===== config.mk =====
export PLATFORM = sky130hd
export DESIGN_NAME = commutation_delay_timer
export DESIGN_NICKNAME = d
export VERILOG_FILES = /design/src/rtl/delay_timer_pkg.sv /design/src/rtl/commutation_delay_timer.sv
export SDC_FILE = /design/constraint.sdc
export NUM_CORES = 1
export LEC_CHECK = 0
export BUFFER_PORTS_ARGS = -buffer_cell sky130_fd_sc_hd__buf_4
export CORE_ASPECT_RATIO = 1.25
export CORE_MARGIN = 2
export CORE_UTILIZATION = 60
export CTS_BUF_LIST = sky130_fd_sc_hd__clkbuf_4 sky130_fd_sc_hd__clkbuf_8 sky130_fd_sc_hd__clkbuf_16
export DETAILED_ROUTE_END_ITERATION = 12
export PLACE_DENSITY = 0.8
export REMOVE_ABC_BUFFERS = 1
export SYNTH_ARGS = -nofsm -noshare
export SYNTH_HDL_FRONTEND = slang
export SYNTH_SLANG_ARGS = --single-unit

===== constraint.sdc =====
create_clock -name ref_clk -period 9 [get_ports ref_clk]
set_input_delay 0.9 -clock ref_clk [delete_from_list [all_inputs] [get_ports ref_clk]]
set_output_delay 0.9 -clock ref_clk [all_outputs]
set_load 0.01 [all_outputs]

===== src/rtl/delay_timer_pkg.sv =====
// Constants shared by the commutation delay timer.
// Operation
// - Autoswitch bit picks switched or autoswitched mode
// - Switched: compare match commutates, clears timer
// - Commutation loads preload, sets flag, may interrupt
// - Ratio field writable only with clock disabled
// - Switched: ratio flags shift prescaler at commutation
// - Writing both ratio flags together is ignored
// - Switched: zero crossings leave timer untouched
// - Switched: overflow wraps, flag if edge select 00
// - Autoswitched: commutation leaves timer count unchanged
// - Zero crossing captures timer, shifts capture, clears
// - Simulated crossing shifts written capture, clears timer
// - Compare is weight times chosen capture over 256
// - Compare not above timer commutates at once
// - Soft commutation compares only after compare write
// - Soft commutation allows back to back commutations
// - Soft commutation still honours zero crossings
// - Timer reaching 100h raises prescaler, halves registers
// - Crossing below 55h lowers prescaler, doubles registers
// - Prescaler zero suppresses automatic decrement
// - Prescaler fifteen wraps timer without ratio change
// - Captures hold interval between zero crossings
package delay_timer_pkg;
    // ==========================================================
    // Register offsets.
    localparam logic [7:0] OFS_CTRL_A = 8'h00;
    localparam logic [7:0] OFS_CTRL_C = 8'h04;
    localparam logic [7:0] OFS_RATIO = 8'h08;
    localparam logic [7:0] OFS_ISR = 8'h0c;
    localparam logic [7:0] OFS_IMR = 8'h10;
    localparam logic [7:0] OFS_TIMER = 8'h14;
    localparam logic [7:0] OFS_COMPARE = 8'h18;
    localparam logic [7:0] OFS_ZCAP = 8'h1c;
    localparam logic [7:0] OFS_ZPREV = 8'h20;
    localparam logic [7:0] OFS_WEIGHT = 8'h24;
    localparam logic [7:0] OFS_DEMAG = 8'h28;
    localparam logic [7:0] OFS_PRELOAD = 8'h2c;
    // ==========================================================
    // Field positions.
    localparam int CA_CLK_EN = 0;
    localparam int CA_AUTO = 1;
    localparam int CA_DSRC = 2;
    localparam int CC_SOFT_COMM = 0;
    localparam int CC_OVF = 1;
    localparam int CC_TES_LO = 2;
    localparam int CC_SOFT_ZC = 4;
    localparam int CC_ZC_SEEN = 5;
    localparam int IS_COMM = 0;
    localparam int IS_RINC = 1;
    localparam int IS_RDEC = 2;
    localparam int IM_COMM = 0;
    localparam int IM_RATIO = 1;
    // ==========================================================
    // Reset values and thresholds.
    localparam logic [7:0] RST_BYTE = 8'h00;
    localparam logic [3:0] RST_RATIO = 4'h0;
    localparam logic [3:0] RATIO_MAX = 4'hf;
    localparam logic [7:0] TIMER_MAX = 8'hff;
    localparam logic [7:0] TIMER_MEDIAN = 8'h80;
    localparam logic [7:0] TIMER_SLOW = 8'h55;
endpackage


===== src/rtl/commutation_delay_timer.sv =====
// Commutation delay timer with APB register access.
//
// The register offsets and the APB interface to the registers were chosen for this implementation.
`timescale 1ns/100ps
module commutation_delay_timer
    import delay_timer_pkg::*;
(
    // Clock and reset.
    input wire logic ref_clk,
    input wire logic rst,
    // APB slave.
    input wire logic psel,
    input wire logic penable,
    input wire logic pwrite,
    input wire logic [7:0] paddr,
    input wire logic [31:0] pwdata,
    output logic [31:0] prdata,
    output logic pready,
    output logic pslverr,
    // Events from the input detection stage.
    input wire logic zero_cross_evt,
    // Motor control outputs.
    output logic commutation_pulse,
    output logic [7:0] active_config,
    output logic irq
);
    // ==========================================================
    // State.
    logic clk_en_reg, clk_en_next;
    logic auto_reg, auto_next;
    logic dsrc_reg, dsrc_next;
    logic soft_comm_reg, soft_comm_next;
    logic soft_zc_reg, soft_zc_next;
    logic ovf_reg, ovf_next;
    logic zc_seen_reg, zc_seen_next;
    logic [1:0] tes_reg, tes_next;
    logic [3:0] ratio_reg, ratio_next;
    logic ci_reg, ci_next;
    logic rinc_reg, rinc_next;
    logic rdec_reg, rdec_next;
    logic cim_reg, cim_next;
    logic rim_reg, rim_next;
    logic [7:0] timer_reg, timer_next;
    logic [7:0] compare_reg, compare_next;
    logic [7:0] zcap_reg, zcap_next;
    logic [7:0] zprev_reg, zprev_next;
    logic [7:0] weight_reg, weight_next;
    logic [7:0] demag_reg, demag_next;
    logic [7:0] preload_reg, preload_next;
    logic [7:0] active_reg, active_next;
    logic armed_reg, armed_next;
    logic zs_armed_reg, zs_armed_next;
    logic [14:0] div_reg, div_next;
    logic [31:0] prdata_reg, prdata_next;
    logic pready_reg, pready_next;
    logic pslverr_reg, pslverr_next;
    logic comm_pulse_reg, comm_pulse_next;
    logic irq_reg, irq_next;

    // ==========================================================
    // Combinational terms.
    logic wr, setup, mapped, tick, at_max, cmp_on, comm_evt, z_hw, z_sim, z_evt;
    logic ratio_hw, recompute;
    logic [15:0] div_span;
    logic [15:0] product;
    logic [7:0] rdata;

    assign setup = psel && !penable;
    assign wr = psel && penable && pwrite && pready_reg;
    assign mapped = (paddr[1:0] == 2'b00) && (paddr <= OFS_PRELOAD);
    // Larger ratios stretch the count period by powers of two.
    assign div_span = (16'h0001 << ratio_reg) - 16'h0001;
    assign tick = clk_en_reg && (div_reg == div_span[14:0]);
    assign at_max = tick && (timer_reg == TIMER_MAX);
    // With soft commutation the compare waits for a fresh write.
    assign cmp_on = (soft_comm_reg || auto_reg) ? armed_reg : 1'b1;
    assign comm_evt = clk_en_reg && cmp_on && (compare_reg <= timer_reg);
    assign z_hw = clk_en_reg && auto_reg && zero_cross_evt;
    assign z_sim = clk_en_reg && auto_reg && soft_zc_reg && zs_armed_reg && (zcap_reg <= timer_reg);
    assign z_evt = z_hw || z_sim;

    always_comb begin
        rdata = 8'h00;
        case (paddr)
            OFS_CTRL_A: rdata = {5'h0, dsrc_reg, auto_reg, clk_en_reg};
            OFS_CTRL_C: rdata = {2'h0, zc_seen_reg, soft_zc_reg, tes_reg, ovf_reg, soft_comm_reg};
            OFS_RATIO: rdata = {4'h0, ratio_reg};
            OFS_ISR: rdata = {5'h0, rdec_reg, rinc_reg, ci_reg};
            OFS_IMR: rdata = {6'h0, rim_reg, cim_reg};
            OFS_TIMER: rdata = timer_reg;
            OFS_COMPARE: rdata = compare_reg;
            OFS_ZCAP: rdata = zcap_reg;
            OFS_ZPREV: rdata = zprev_reg;
            OFS_WEIGHT: rdata = weight_reg;
            OFS_DEMAG: rdata = demag_reg;
            OFS_PRELOAD: rdata = preload_reg;
            default: rdata = 8'h00;
        endcase
    end

    always_comb begin
        clk_en_next = clk_en_reg;
        auto_next = auto_reg;
        dsrc_next = dsrc_reg;
        soft_comm_next = soft_comm_reg;
        soft_zc_next = soft_zc_reg;
        ovf_next = ovf_reg;
        zc_seen_next = zc_seen_reg;
        tes_next = tes_reg;
        ratio_next = ratio_reg;
        ci_next = ci_reg;
        rinc_next = rinc_reg;
        rdec_next = rdec_reg;
        cim_next = cim_reg;
        rim_next = rim_reg;
        timer_next = timer_reg;
        compare_next = compare_reg;
        zcap_next = zcap_reg;
        zprev_next = zprev_reg;
        weight_next = weight_reg;
        demag_next = demag_reg;
        preload_next = preload_reg;
        active_next = active_reg;
        armed_next = armed_reg;
        zs_armed_next = zs_armed_reg;
        div_next = tick ? 15'h0 : (clk_en_reg ? div_reg + 15'h1 : 15'h0);
        ratio_hw = 1'b0;
        recompute = 1'b0;
        product = 16'h0;
        pready_next = setup;
        prdata_next = setup ? {24'h000000, rdata} : prdata_reg;
        pslverr_next = setup && !mapped;
        comm_pulse_next = comm_evt;
        // Software first, so that hardware events below win over clears.
        if (wr && mapped) begin
            case (paddr)
                OFS_CTRL_A: begin
                    clk_en_next = pwdata[CA_CLK_EN];
                    auto_next = pwdata[CA_AUTO];
                    dsrc_next = pwdata[CA_DSRC];
                end
                OFS_CTRL_C: begin
                    soft_comm_next = pwdata[CC_SOFT_COMM];
                    ovf_next = ovf_reg && pwdata[CC_OVF];
                    tes_next = pwdata[CC_TES_LO+:2];
                    soft_zc_next = pwdata[CC_SOFT_ZC];
                    zc_seen_next = zc_seen_reg && pwdata[CC_ZC_SEEN];
                    if (pwdata[CC_SOFT_COMM] && !soft_comm_reg) begin
                        armed_next = 1'b0;
                    end
                end
                OFS_RATIO: begin
                    if (!clk_en_reg) begin
                        ratio_next = pwdata[3:0];
                    end
                end
                OFS_ISR: begin
                    ci_next = ci_reg && pwdata[IS_COMM];
                    if (!(pwdata[IS_RINC] && pwdata[IS_RDEC])) begin
                        rinc_next = pwdata[IS_RINC];
                        rdec_next = pwdata[IS_RDEC];
                    end
                end
                OFS_IMR: begin
                    cim_next = pwdata[IM_COMM];
                    rim_next = pwdata[IM_RATIO];
                end
                OFS_TIMER: begin
                    if (!clk_en_reg) begin
                        timer_next = pwdata[7:0];
                    end
                end
                OFS_COMPARE: begin
                    if (!clk_en_reg || soft_comm_reg || !auto_reg) begin
                        compare_next = pwdata[7:0];
                        armed_next = 1'b1;
                    end
                end
                OFS_ZCAP: begin
                    zcap_next = pwdata[7:0];
                    zs_armed_next = 1'b1;
                end
                OFS_ZPREV: begin
                    if (!clk_en_reg) begin
                        zprev_next = pwdata[7:0];
                    end
                end
                OFS_WEIGHT: weight_next = pwdata[7:0];
                OFS_DEMAG: demag_next = pwdata[7:0];
                OFS_PRELOAD: preload_next = pwdata[7:0];
                default: ;
            endcase
        end
        if (z_hw) begin
            zc_seen_next = 1'b1;
        end
        // Counting and overflow.
        if (tick) begin
            timer_next = timer_reg + 8'h01;
            if (at_max) begin
                if (tes_reg == 2'b00) begin
                    ovf_next = 1'b1;
                end
                if (auto_reg && ratio_reg != RATIO_MAX) begin
                    ratio_next = ratio_reg + 4'h1;
                    ratio_hw = 1'b1;
                    timer_next = TIMER_MEDIAN;
                    compare_next = {1'b0, compare_reg[7:1]};
                    zcap_next = {1'b0, zcap_reg[7:1]};
                    zprev_next = {1'b0, zprev_reg[7:1]};
                    demag_next = {1'b0, demag_reg[7:1]};
                    rinc_next = 1'b1;
                    recompute = 1'b1;
                end else begin
                    timer_next = 8'h00;
                end
            end
        end
        // Commutation.
        if (comm_evt) begin
            active_next = preload_reg;
            ci_next = 1'b1;
            compare_next = timer_reg;
            armed_next = 1'b0;
            if (!auto_reg) begin
                timer_next = 8'h00;
                if (rinc_reg && ratio_reg != RATIO_MAX) begin
                    ratio_next = ratio_reg + 4'h1;
                    ratio_hw = 1'b1;
                    compare_next = {1'b0, compare_reg[7:1]};
                    zcap_next = {1'b0, zcap_reg[7:1]};
                    zprev_next = {1'b0, zprev_reg[7:1]};
                    demag_next = {1'b0, demag_reg[7:1]};
                end else if (rdec_reg && ratio_reg != RST_RATIO) begin
                    ratio_next = ratio_reg - 4'h1;
                    ratio_hw = 1'b1;
                    compare_next = {compare_reg[6:0], 1'b0};
                    zcap_next = {zcap_reg[6:0], 1'b0};
                    zprev_next = {zprev_reg[6:0], 1'b0};
                    demag_next = {demag_reg[6:0], 1'b0};
                end
                rinc_next = 1'b0;
                rdec_next = 1'b0;
            end
        end
        // Zero crossing; only the autoswitched timer reacts to it.
        if (z_evt) begin
            timer_next = 8'h00;
            zprev_next = zcap_reg;
            zs_armed_next = 1'b0;
            if (z_hw) begin
                zcap_next = timer_reg;
            end
            recompute = 1'b1;
            if (timer_reg < TIMER_SLOW && ratio_reg != RST_RATIO) begin
                ratio_next = ratio_reg - 4'h1;
                ratio_hw = 1'b1;
                zcap_next = z_hw ? {timer_reg[6:0], 1'b0} : {zcap_reg[6:0], 1'b0};
                zprev_next = {zcap_reg[6:0], 1'b0};
                demag_next = {demag_reg[6:0], 1'b0};
                rdec_next = 1'b1;
            end
        end
        // The multiply is redone after each crossing or automatic ratio raise, unless soft commutation is on.
        if (recompute && !soft_comm_reg) begin
            product = weight_reg * (dsrc_reg ? zcap_next : zprev_next);
            compare_next = product[15:8];
            armed_next = 1'b1;
        end
        irq_next = (ci_next && cim_reg) || ((rinc_next || rdec_next) && rim_reg);
    end

    always_ff @(posedge ref_clk) begin
        if (rst) begin
            clk_en_reg <= 1'b0;
            auto_reg <= 1'b0;
            dsrc_reg <= 1'b0;
            soft_comm_reg <= 1'b0;
            soft_zc_reg <= 1'b0;
            ovf_reg <= 1'b0;
            zc_seen_reg <= 1'b0;
            tes_reg <= 2'b00;
            ratio_reg <= RST_RATIO;
            ci_reg <= 1'b0;
            rinc_reg <= 1'b0;
            rdec_reg <= 1'b0;
            cim_reg <= 1'b0;
            rim_reg <= 1'b0;
            timer_reg <= RST_BYTE;
            compare_reg <= RST_BYTE;
            zcap_reg <= RST_BYTE;
            zprev_reg <= RST_BYTE;
            weight_reg <= RST_BYTE;
            demag_reg <= RST_BYTE;
            preload_reg <= RST_BYTE;
            active_reg <= RST_BYTE;
            armed_reg <= 1'b0;
            zs_armed_reg <= 1'b0;
            div_reg <= 15'h0;
            prdata_reg <= 32'h0;
            pready_reg <= 1'b0;
            pslverr_reg <= 1'b0;
            comm_pulse_reg <= 1'b0;
            irq_reg <= 1'b0;
        end else begin
            clk_en_reg <= clk_en_next;
            auto_reg <= auto_next;
            dsrc_reg <= dsrc_next;
            soft_comm_reg <= soft_comm_next;
            soft_zc_reg <= soft_zc_next;
            ovf_reg <= ovf_next;
            zc_seen_reg <= zc_seen_next;
            tes_reg <= tes_next;
            ratio_reg <= ratio_next;
            ci_reg <= ci_next;
            rinc_reg <= rinc_next;
            rdec_reg <= rdec_next;
            cim_reg <= cim_next;
            rim_reg <= rim_next;
            timer_reg <= timer_next;
            compare_reg <= compare_next;
            zcap_reg <= zcap_next;
            zprev_reg <= zprev_next;
            weight_reg <= weight_next;
            demag_reg <= demag_next;
            preload_reg <= preload_next;
            active_reg <= active_next;
            armed_reg <= armed_next;
            zs_armed_reg <= zs_armed_next;
            div_reg <= div_next;
            prdata_reg <= prdata_next;
            pready_reg <= pready_next;
            pslverr_reg <= pslverr_next;
            comm_pulse_reg <= comm_pulse_next;
            irq_reg <= irq_next;
        end
    end

    assign prdata = prdata_reg;
    assign pready = pready_reg;
    assign pslverr = pslverr_reg;
    assign commutation_pulse = comm_pulse_reg;
    assign active_config = active_reg;
    assign irq = irq_reg;

    logic quiet;
    assign quiet = !(wr && mapped);
endmodule


# == Word level (Yosys, flattened, before mapping) ==
# Cells that the tools add are included.
# classes
add_sub_neg,5
n_mul,1
n_lt_le_gt_ge,4
eq_ne,16
shifts,1
n_mux,106
bitwise,1
n_reduce_logical,57
# op_table
cell,n
two-way mux 8 bit,56
case mux 8 bit (12 select lines),1
two-way mux 4 bit,12
two-way mux 1 bit,36
equality test 8 x 5 -> 1 bit (second input constant),4
equality test 8 x 6 -> 1 bit (second input constant),4
logical AND 1 bit,28
equality test 8 x 4 -> 1 bit (second input constant),2
<= comparator 8 bit,2
multiplier 8 x 8 -> 16 bit,1
adder 15 x 1 -> 15 bit (second input constant),1
equality test 15 bit,1
left shift 1 x 4 -> 15 bit (first input constant),1
subtractor 15 x 1 -> 15 bit (second input constant),1
AND reduction 2 bit,7
!= test 4 bit (second input constant),3
adder 8 x 1 -> 8 bit (second input constant),1
equality test 8 x 3 -> 1 bit (second input constant),1
equality test 8 bit (second input constant),1
<= comparator 8 x 6 -> 1 bit (second input constant),1
zero test 8 bit,1
less-than comparator 8 x 7 -> 1 bit (second input constant),1
nonzero test 4 bit,2
logical OR 1 bit,6
other kinds (11),17
# totals
ff_bits,111
inputBits,46
output_inout_bits,44
elab_cells,221

# == Longest topological paths before layout ==
# logic_depth
depth_word,18
mapped_depth,38
depth_no_buf,33

# == Least setup slack after synthesis ==
# OpenSTA, ideal clock, no wires.
# synth_timing
kind,register to register
start,register ratio_reg[0]
end,register compare_reg[3]
setup_ns,0.103
t_arrival_ns,7.968
t_required_ns,8.897
slack_ns,0.928
path_stages_with_launch,35
path_buffers,5
synth_period_minus_slack_ns,8.072
path_cell_list,dfxtp_1 inv_1 ha_1 buf_6 buf_2 nand2_1 ha_1 buf_4 inv_2 o31ai_2 xnor2_1 or4_1 or4_1 buf_2 nor3_2 nor2_1 clkbuf_1 o22a_1 o221ai_1 o21ai_0 a21oi_1 nand2b_1 fa_1 fa_1 inv_1 fa_1 fa_1 ha_1 o21ai_0 nand2b_1 or3_1 o22a_1 and3_1 o21a_1 a2111oi_2
# synth_via
elab_chain_cells,17
elab_cells_between_ends,45
cone_classes,add/sub (1); mul (1); eq/ne (2); shift (1); mux (32); reduce/logical (8)
# synth_rtl
item,line,source
from (decl),commutation_delay_timer.sv:37,"logic [3:0] ratio_reg, ratio_next;"
from (signal assigned),commutation_delay_timer.sv:314,ratio_reg <= ratio_next;
left shift 1 x 4 -> 15 bit,commutation_delay_timer.sv:72,assign div_span = (16'h0001 << ratio_reg) - 16'h0001;
subtractor 15 x 1 -> 15 bit,commutation_delay_timer.sv:72,
equality test 15 bit,commutation_delay_timer.sv:73,assign tick = clk_en_reg && (div_reg == div_span[14:0]);
logical AND 1 bit,commutation_delay_timer.sv:73,
logical AND 1 bit,commutation_delay_timer.sv:74,assign at_max = tick && (timer_reg == TIMER_MAX);
two-way mux 8 bit,commutation_delay_timer.sv:200,if (at_max) begin
two-way mux 8 bit,commutation_delay_timer.sv:198,if (tick) begin
two-way mux 8 bit,commutation_delay_timer.sv:234,end else if (rdec_reg && ratio_reg != RST_RATIO) begin
two-way mux 8 bit,commutation_delay_timer.sv:227,if (rinc_reg && ratio_reg != RATIO_MAX) begin
two-way mux 8 bit,commutation_delay_timer.sv:225,if (!auto_reg) begin
two-way mux 8 bit,commutation_delay_timer.sv:220,if (comm_evt) begin
two-way mux 8 bit,commutation_delay_timer.sv:251,if (z_hw) begin
two-way mux 8 bit,commutation_delay_timer.sv:255,if (timer_reg < TIMER_SLOW && ratio_reg != RST_RATIO) begin
two-way mux 8 bit,commutation_delay_timer.sv:247,if (z_evt) begin
two-way mux 8 bit,commutation_delay_timer.sv:266,product = weight_reg * (dsrc_reg ? zcap_next : zprev_next);
multiplier 8 x 8 -> 16 bit,commutation_delay_timer.sv:266,
two-way mux 8 bit *,commutation_delay_timer.sv:265,if (recompute && !soft_comm_reg) begin
to (signal assigned),commutation_delay_timer.sv:321,compare_reg <= compare_next;
to (decl),commutation_delay_timer.sv:44,"logic [7:0] compare_reg, compare_next;"
# Every way passes the cells marked *; elsewhere a longest branch is shown, timed or not.
# A chain may end at the register's enable or synchronous reset.

# == Worst setup path after layout ==
# layout_timing
start,register ratio_reg[1]
end,register compare_reg[3]
# The elaborated chain is that of the path after synthesis.

==> impl_metrics.csv <==
group,metric,value,unit
cts,path_clk_slew,0.08,ns
synth,synth_edf_count,0,
pwr,swShare,0.271,
setup_path,cp.required,9.26,ns
cells_and_area,final_common_cell,"nor2_1",
cts,cts_buffer_depth,2,
min_path,hold_path_class,"reg2reg",
setup_path,path_buf_inv,5,
timing,clock_skew,0.00986,ns
synth,async_flop_share,0,
min_path,hold_depth,2,
placed_design,gp_congestion,1.07,
cells_and_area,layout_common_cells,"147 x nor2_1, 110 x dfxtp_1, 91 x nand2_1, 70 x a21oi_1, 70 x buf_4",
floorplanning,dieArea,0.0174,mm^2
pwr,power_density,93.0,mW/mm^2
pwr,total_power,0.000979,W
cells_and_area,fill_cells,1382,
detailed_routing,drt-total-wl,30500,um
pwr,seqPwrFrac,0.506,
cts,ctsRootBufferMaster,"clkbuf_16",
floorplanning,ios,90,
timing,finalCriticalPeriod,8.56,ns
setup_path,cp_max_fo,23,
synth,synth_largest_area_cell,"dfxtp_1",
pwr,power_frac_comb,0.090,
pwr,intPower,0.000714,W
setup_path,crit_type,"reg2reg",
timing,layout_setup_ws,0.438,ns
pwr,p_sw,0.000265,W
detailed_routing,antenna_left,0,
grt,grt_pass1_vias,8980,
timing,finalSetupViolCount,0,
floorplanning,rows,52,
placed_design,io_buffers,41,
timing,hold_viol,0,
floorplanning,core_region_area,0.0161,mm^2
grt,overflow,0,
floorplanning,start_util,0.609,
timing,timing.hold.ws,0.472,ns
synth,synthCells,1235,
timing,finalMaxSlewViolations,0,
pwr,pwr-share-clk,0.404,
detailed_routing,post-route-drc-count,0,
timing,tns,0,ns
cells_and_area,register_area,0.00222,mm^2
setup_path,r2r-end,"compare_reg[3]",
grt,grt_max_degree,57,
cts,cts_tree,"done",
setup_path,cp-start-kind,"register",
cells_and_area,drive_gt1_frac,0.104,
cts,cts_hold_buf,0,
setup_path,crit_family,"simple AND/OR/NAND/NOR gates",
grt,grt_usage,0.347,
min_path,whs_endpoint,"tes_reg[1]",
timing,post-route-period-util,0.951,
grt,grt_first_pass_wirelength,48100,um
placed_design,dp_hpwl,22600,um
timing,worst_pin_slew,1.04,ns
cts,cts_max_level,3,
setup_path,r2r_cells,32,
setup_path,slowest_delay,0.57,ns
pwr,leakage,4.39,nW
grt,antenna_found_initial,0,
detailed_routing,firstDrtPassIters,6,
run_status,status,"finished clean",
timing,fmax,117,MHz
setup_path,slowest_stage,"or4_4",
setup_path,r2r-start,"ratio_reg[1]",
detailed_routing,post_drt_wl_per_cell,20.8,um
detailed_routing,drtIter0Drc,997,
placed_design,dp.cells,1447,
min_path,worstHoldStart,"tes_reg[1]",
synth,synth-main-ff-cell,"dfxtp_1",
synth,yosysWarnings,0,
synth,avgSynthCellArea,7.96,um^2
detailed_routing,avgViaCountPerCell,6.51,
setup_path,cp-end-kind,"register",
detailed_routing,vias,9520,
cells_and_area,multi_input_area,0.00697,mm^2
cells_and_area,area_delta_synth_final,6.98,%
cts,insertion_delay,0.36,ns
timing,maxSlewHeadroom,0.304,
setup_path,crit_arrival,8.82,ns
cells_and_area,final_nets,1383,
synth,ys_seq_area_frac,0.226,
run,drv_cap,0,
timing,rsz0062_at_grt,"false",
placed_design,place_ws,0.140,ns
cts,cts_sinks,111,
floorplanning,die_w,119,um
synth,synth-seq-cells,111,
floorplanning,die_y,147,um
synth,synthDistinctLibCells,87,
pwr,peakVddDrop,0.0000942,V
synth,netlist_area,0.00983,mm^2
synth,synthTopCellsByArea,"dfxtp_1 23%, ha_1 7.6%, fa_1 7.1%",
cells_and_area,final_cells,1463,
cts,cts_buffers,9,
cells_and_area,largest_reg_flops,15,
synth,yosysTopAreaCellShare,0.226,
setup_path,rrSetupSlack,0.44,ns
cell type report:
cell class,instances,area share
Antenna cell,1,0.000238
Clock buffer,9,0.0214
Clock inverter,6,0.00535
Inverter,67,0.0239
Multi-Input combinational cell,983,0.662
Sequential cell,111,0.211
Tap cell,216,0.0257
Timing Repair Buffer,70,0.0499
cells in the mapped netlist, types with 9 or more instances:
| cell type | number |
|---|---|
| clkbuf_1 | 52 |
| or3_1 | 14 |
| xor2_1 | 15 |
| a21o_1 | 12 |
| a21oi_1 | 70 |
| nor3_1 | 26 |
| nand2b_1 | 13 |
| a211oi_1 | 14 |
| a22oi_1 | 24 |
| buf_4 | 26 |
| mux2i_1 | 60 |
| and3_1 | 13 |
| nand3_1 | 36 |
| nor2b_1 | 24 |
| xnor2_1 | 20 |
| o211ai_1 | 9 |
| fa_1 | 35 |
| dfxtp_1 | 111 |
| and2_1 | 42 |
| nand2_1 | 91 |
| inv_1 | 66 |
| a31oi_1 | 16 |
| buf_2 | 9 |
| nand3b_1 | 9 |
| nor2_1 | 147 |
| ha_1 | 60 |
| mux2_2 | 9 |
| o21ai_0 | 56 |
tightest hold or removal path, stage by stage (launching register included):
cell and delay [ns]:
dfxtp_1 0.32, nand2_1 0.05, a21oi_1 0.05
power by group through the flow:
stage	sequential, W	combinational [W]	clock (W)
3_3_place_gp	0.000507	0.0000828	0
2_1_floorplan	0.000508	0.0000439	0
4_1_cts	0.000496	0.0000843	0.000399
5_1_grt	0.000496	0.0000936	0.000411
3_5_place_dp	0.000507	0.0000839	0
6_report	0.000496	0.0000879	0.000395
layer usage:
metal  share of wire  up-vias  track usage
met4           0.071        0        0.200
met5               0        -            0
li1                -     4358            -
met2            0.46      549        0.580
met3           0.094      149       0.0578
met1            0.37     4464        0.422
stage by stage:
step | cell area, um^2 | util
global placement | 10200 | 0.633
detailed placement | 10200 | 0.633
CTS | 10500 | 0.650
global route | 10500 | 0.652
finish | 10500 | 0.652
floorplan | 9420 | -
repair_timing:
item | 4_1_cts | 5_1_grt
setup endpoints to repair | 0 | 5
gates resized for setup | 0 | 6
setup buffers | 0 | 0
logic make-up (layout without fill, tap and decap cells):
| kind of cell | Yosys count | after routing | synth area share |
|---|---|---|---|
| muxes | 69 | 69 | 0.0714 |
| adders and majority gates | 95 | 95 | 0.148 |
| DFF | 111 | 111 | 0.226 |
| AOI/OAI and AO/OA | 297 | 297 | 0.209 |
| xor gates and xnor gates | 36 | 36 | 0.0328 |
| and+or+nand+nor | 462 | 462 | 0.236 |
| other | 1 | 25 | 0.000381 |
| buffers and inverters | 164 | 152 | 0.0767 |
worst max-delay path by stage:
| stage | to | slack (ns) | cells past startpoint | from |
|---|---|---|---|---|
| finish | compare_reg[3] | 0.44 | 32 | ratio_reg[1] |
| global route | compare_reg[3] | 0.004 | 32 | ratio_reg[1] |
| CTS | compare_reg[3] | 0.11 | 34 | ratio_reg[0] |
| detailed placement | compare_reg[3] | 0.14 | 34 | ratio_reg[0] |
| global placement | compare_reg[3] | 0.28 | 30 | ratio_reg[0] |
| floorplan | compare_reg[3] | 0.79 | 30 | ratio_reg[3] |
No activity file was read; power rests on OpenSTA's default activity.
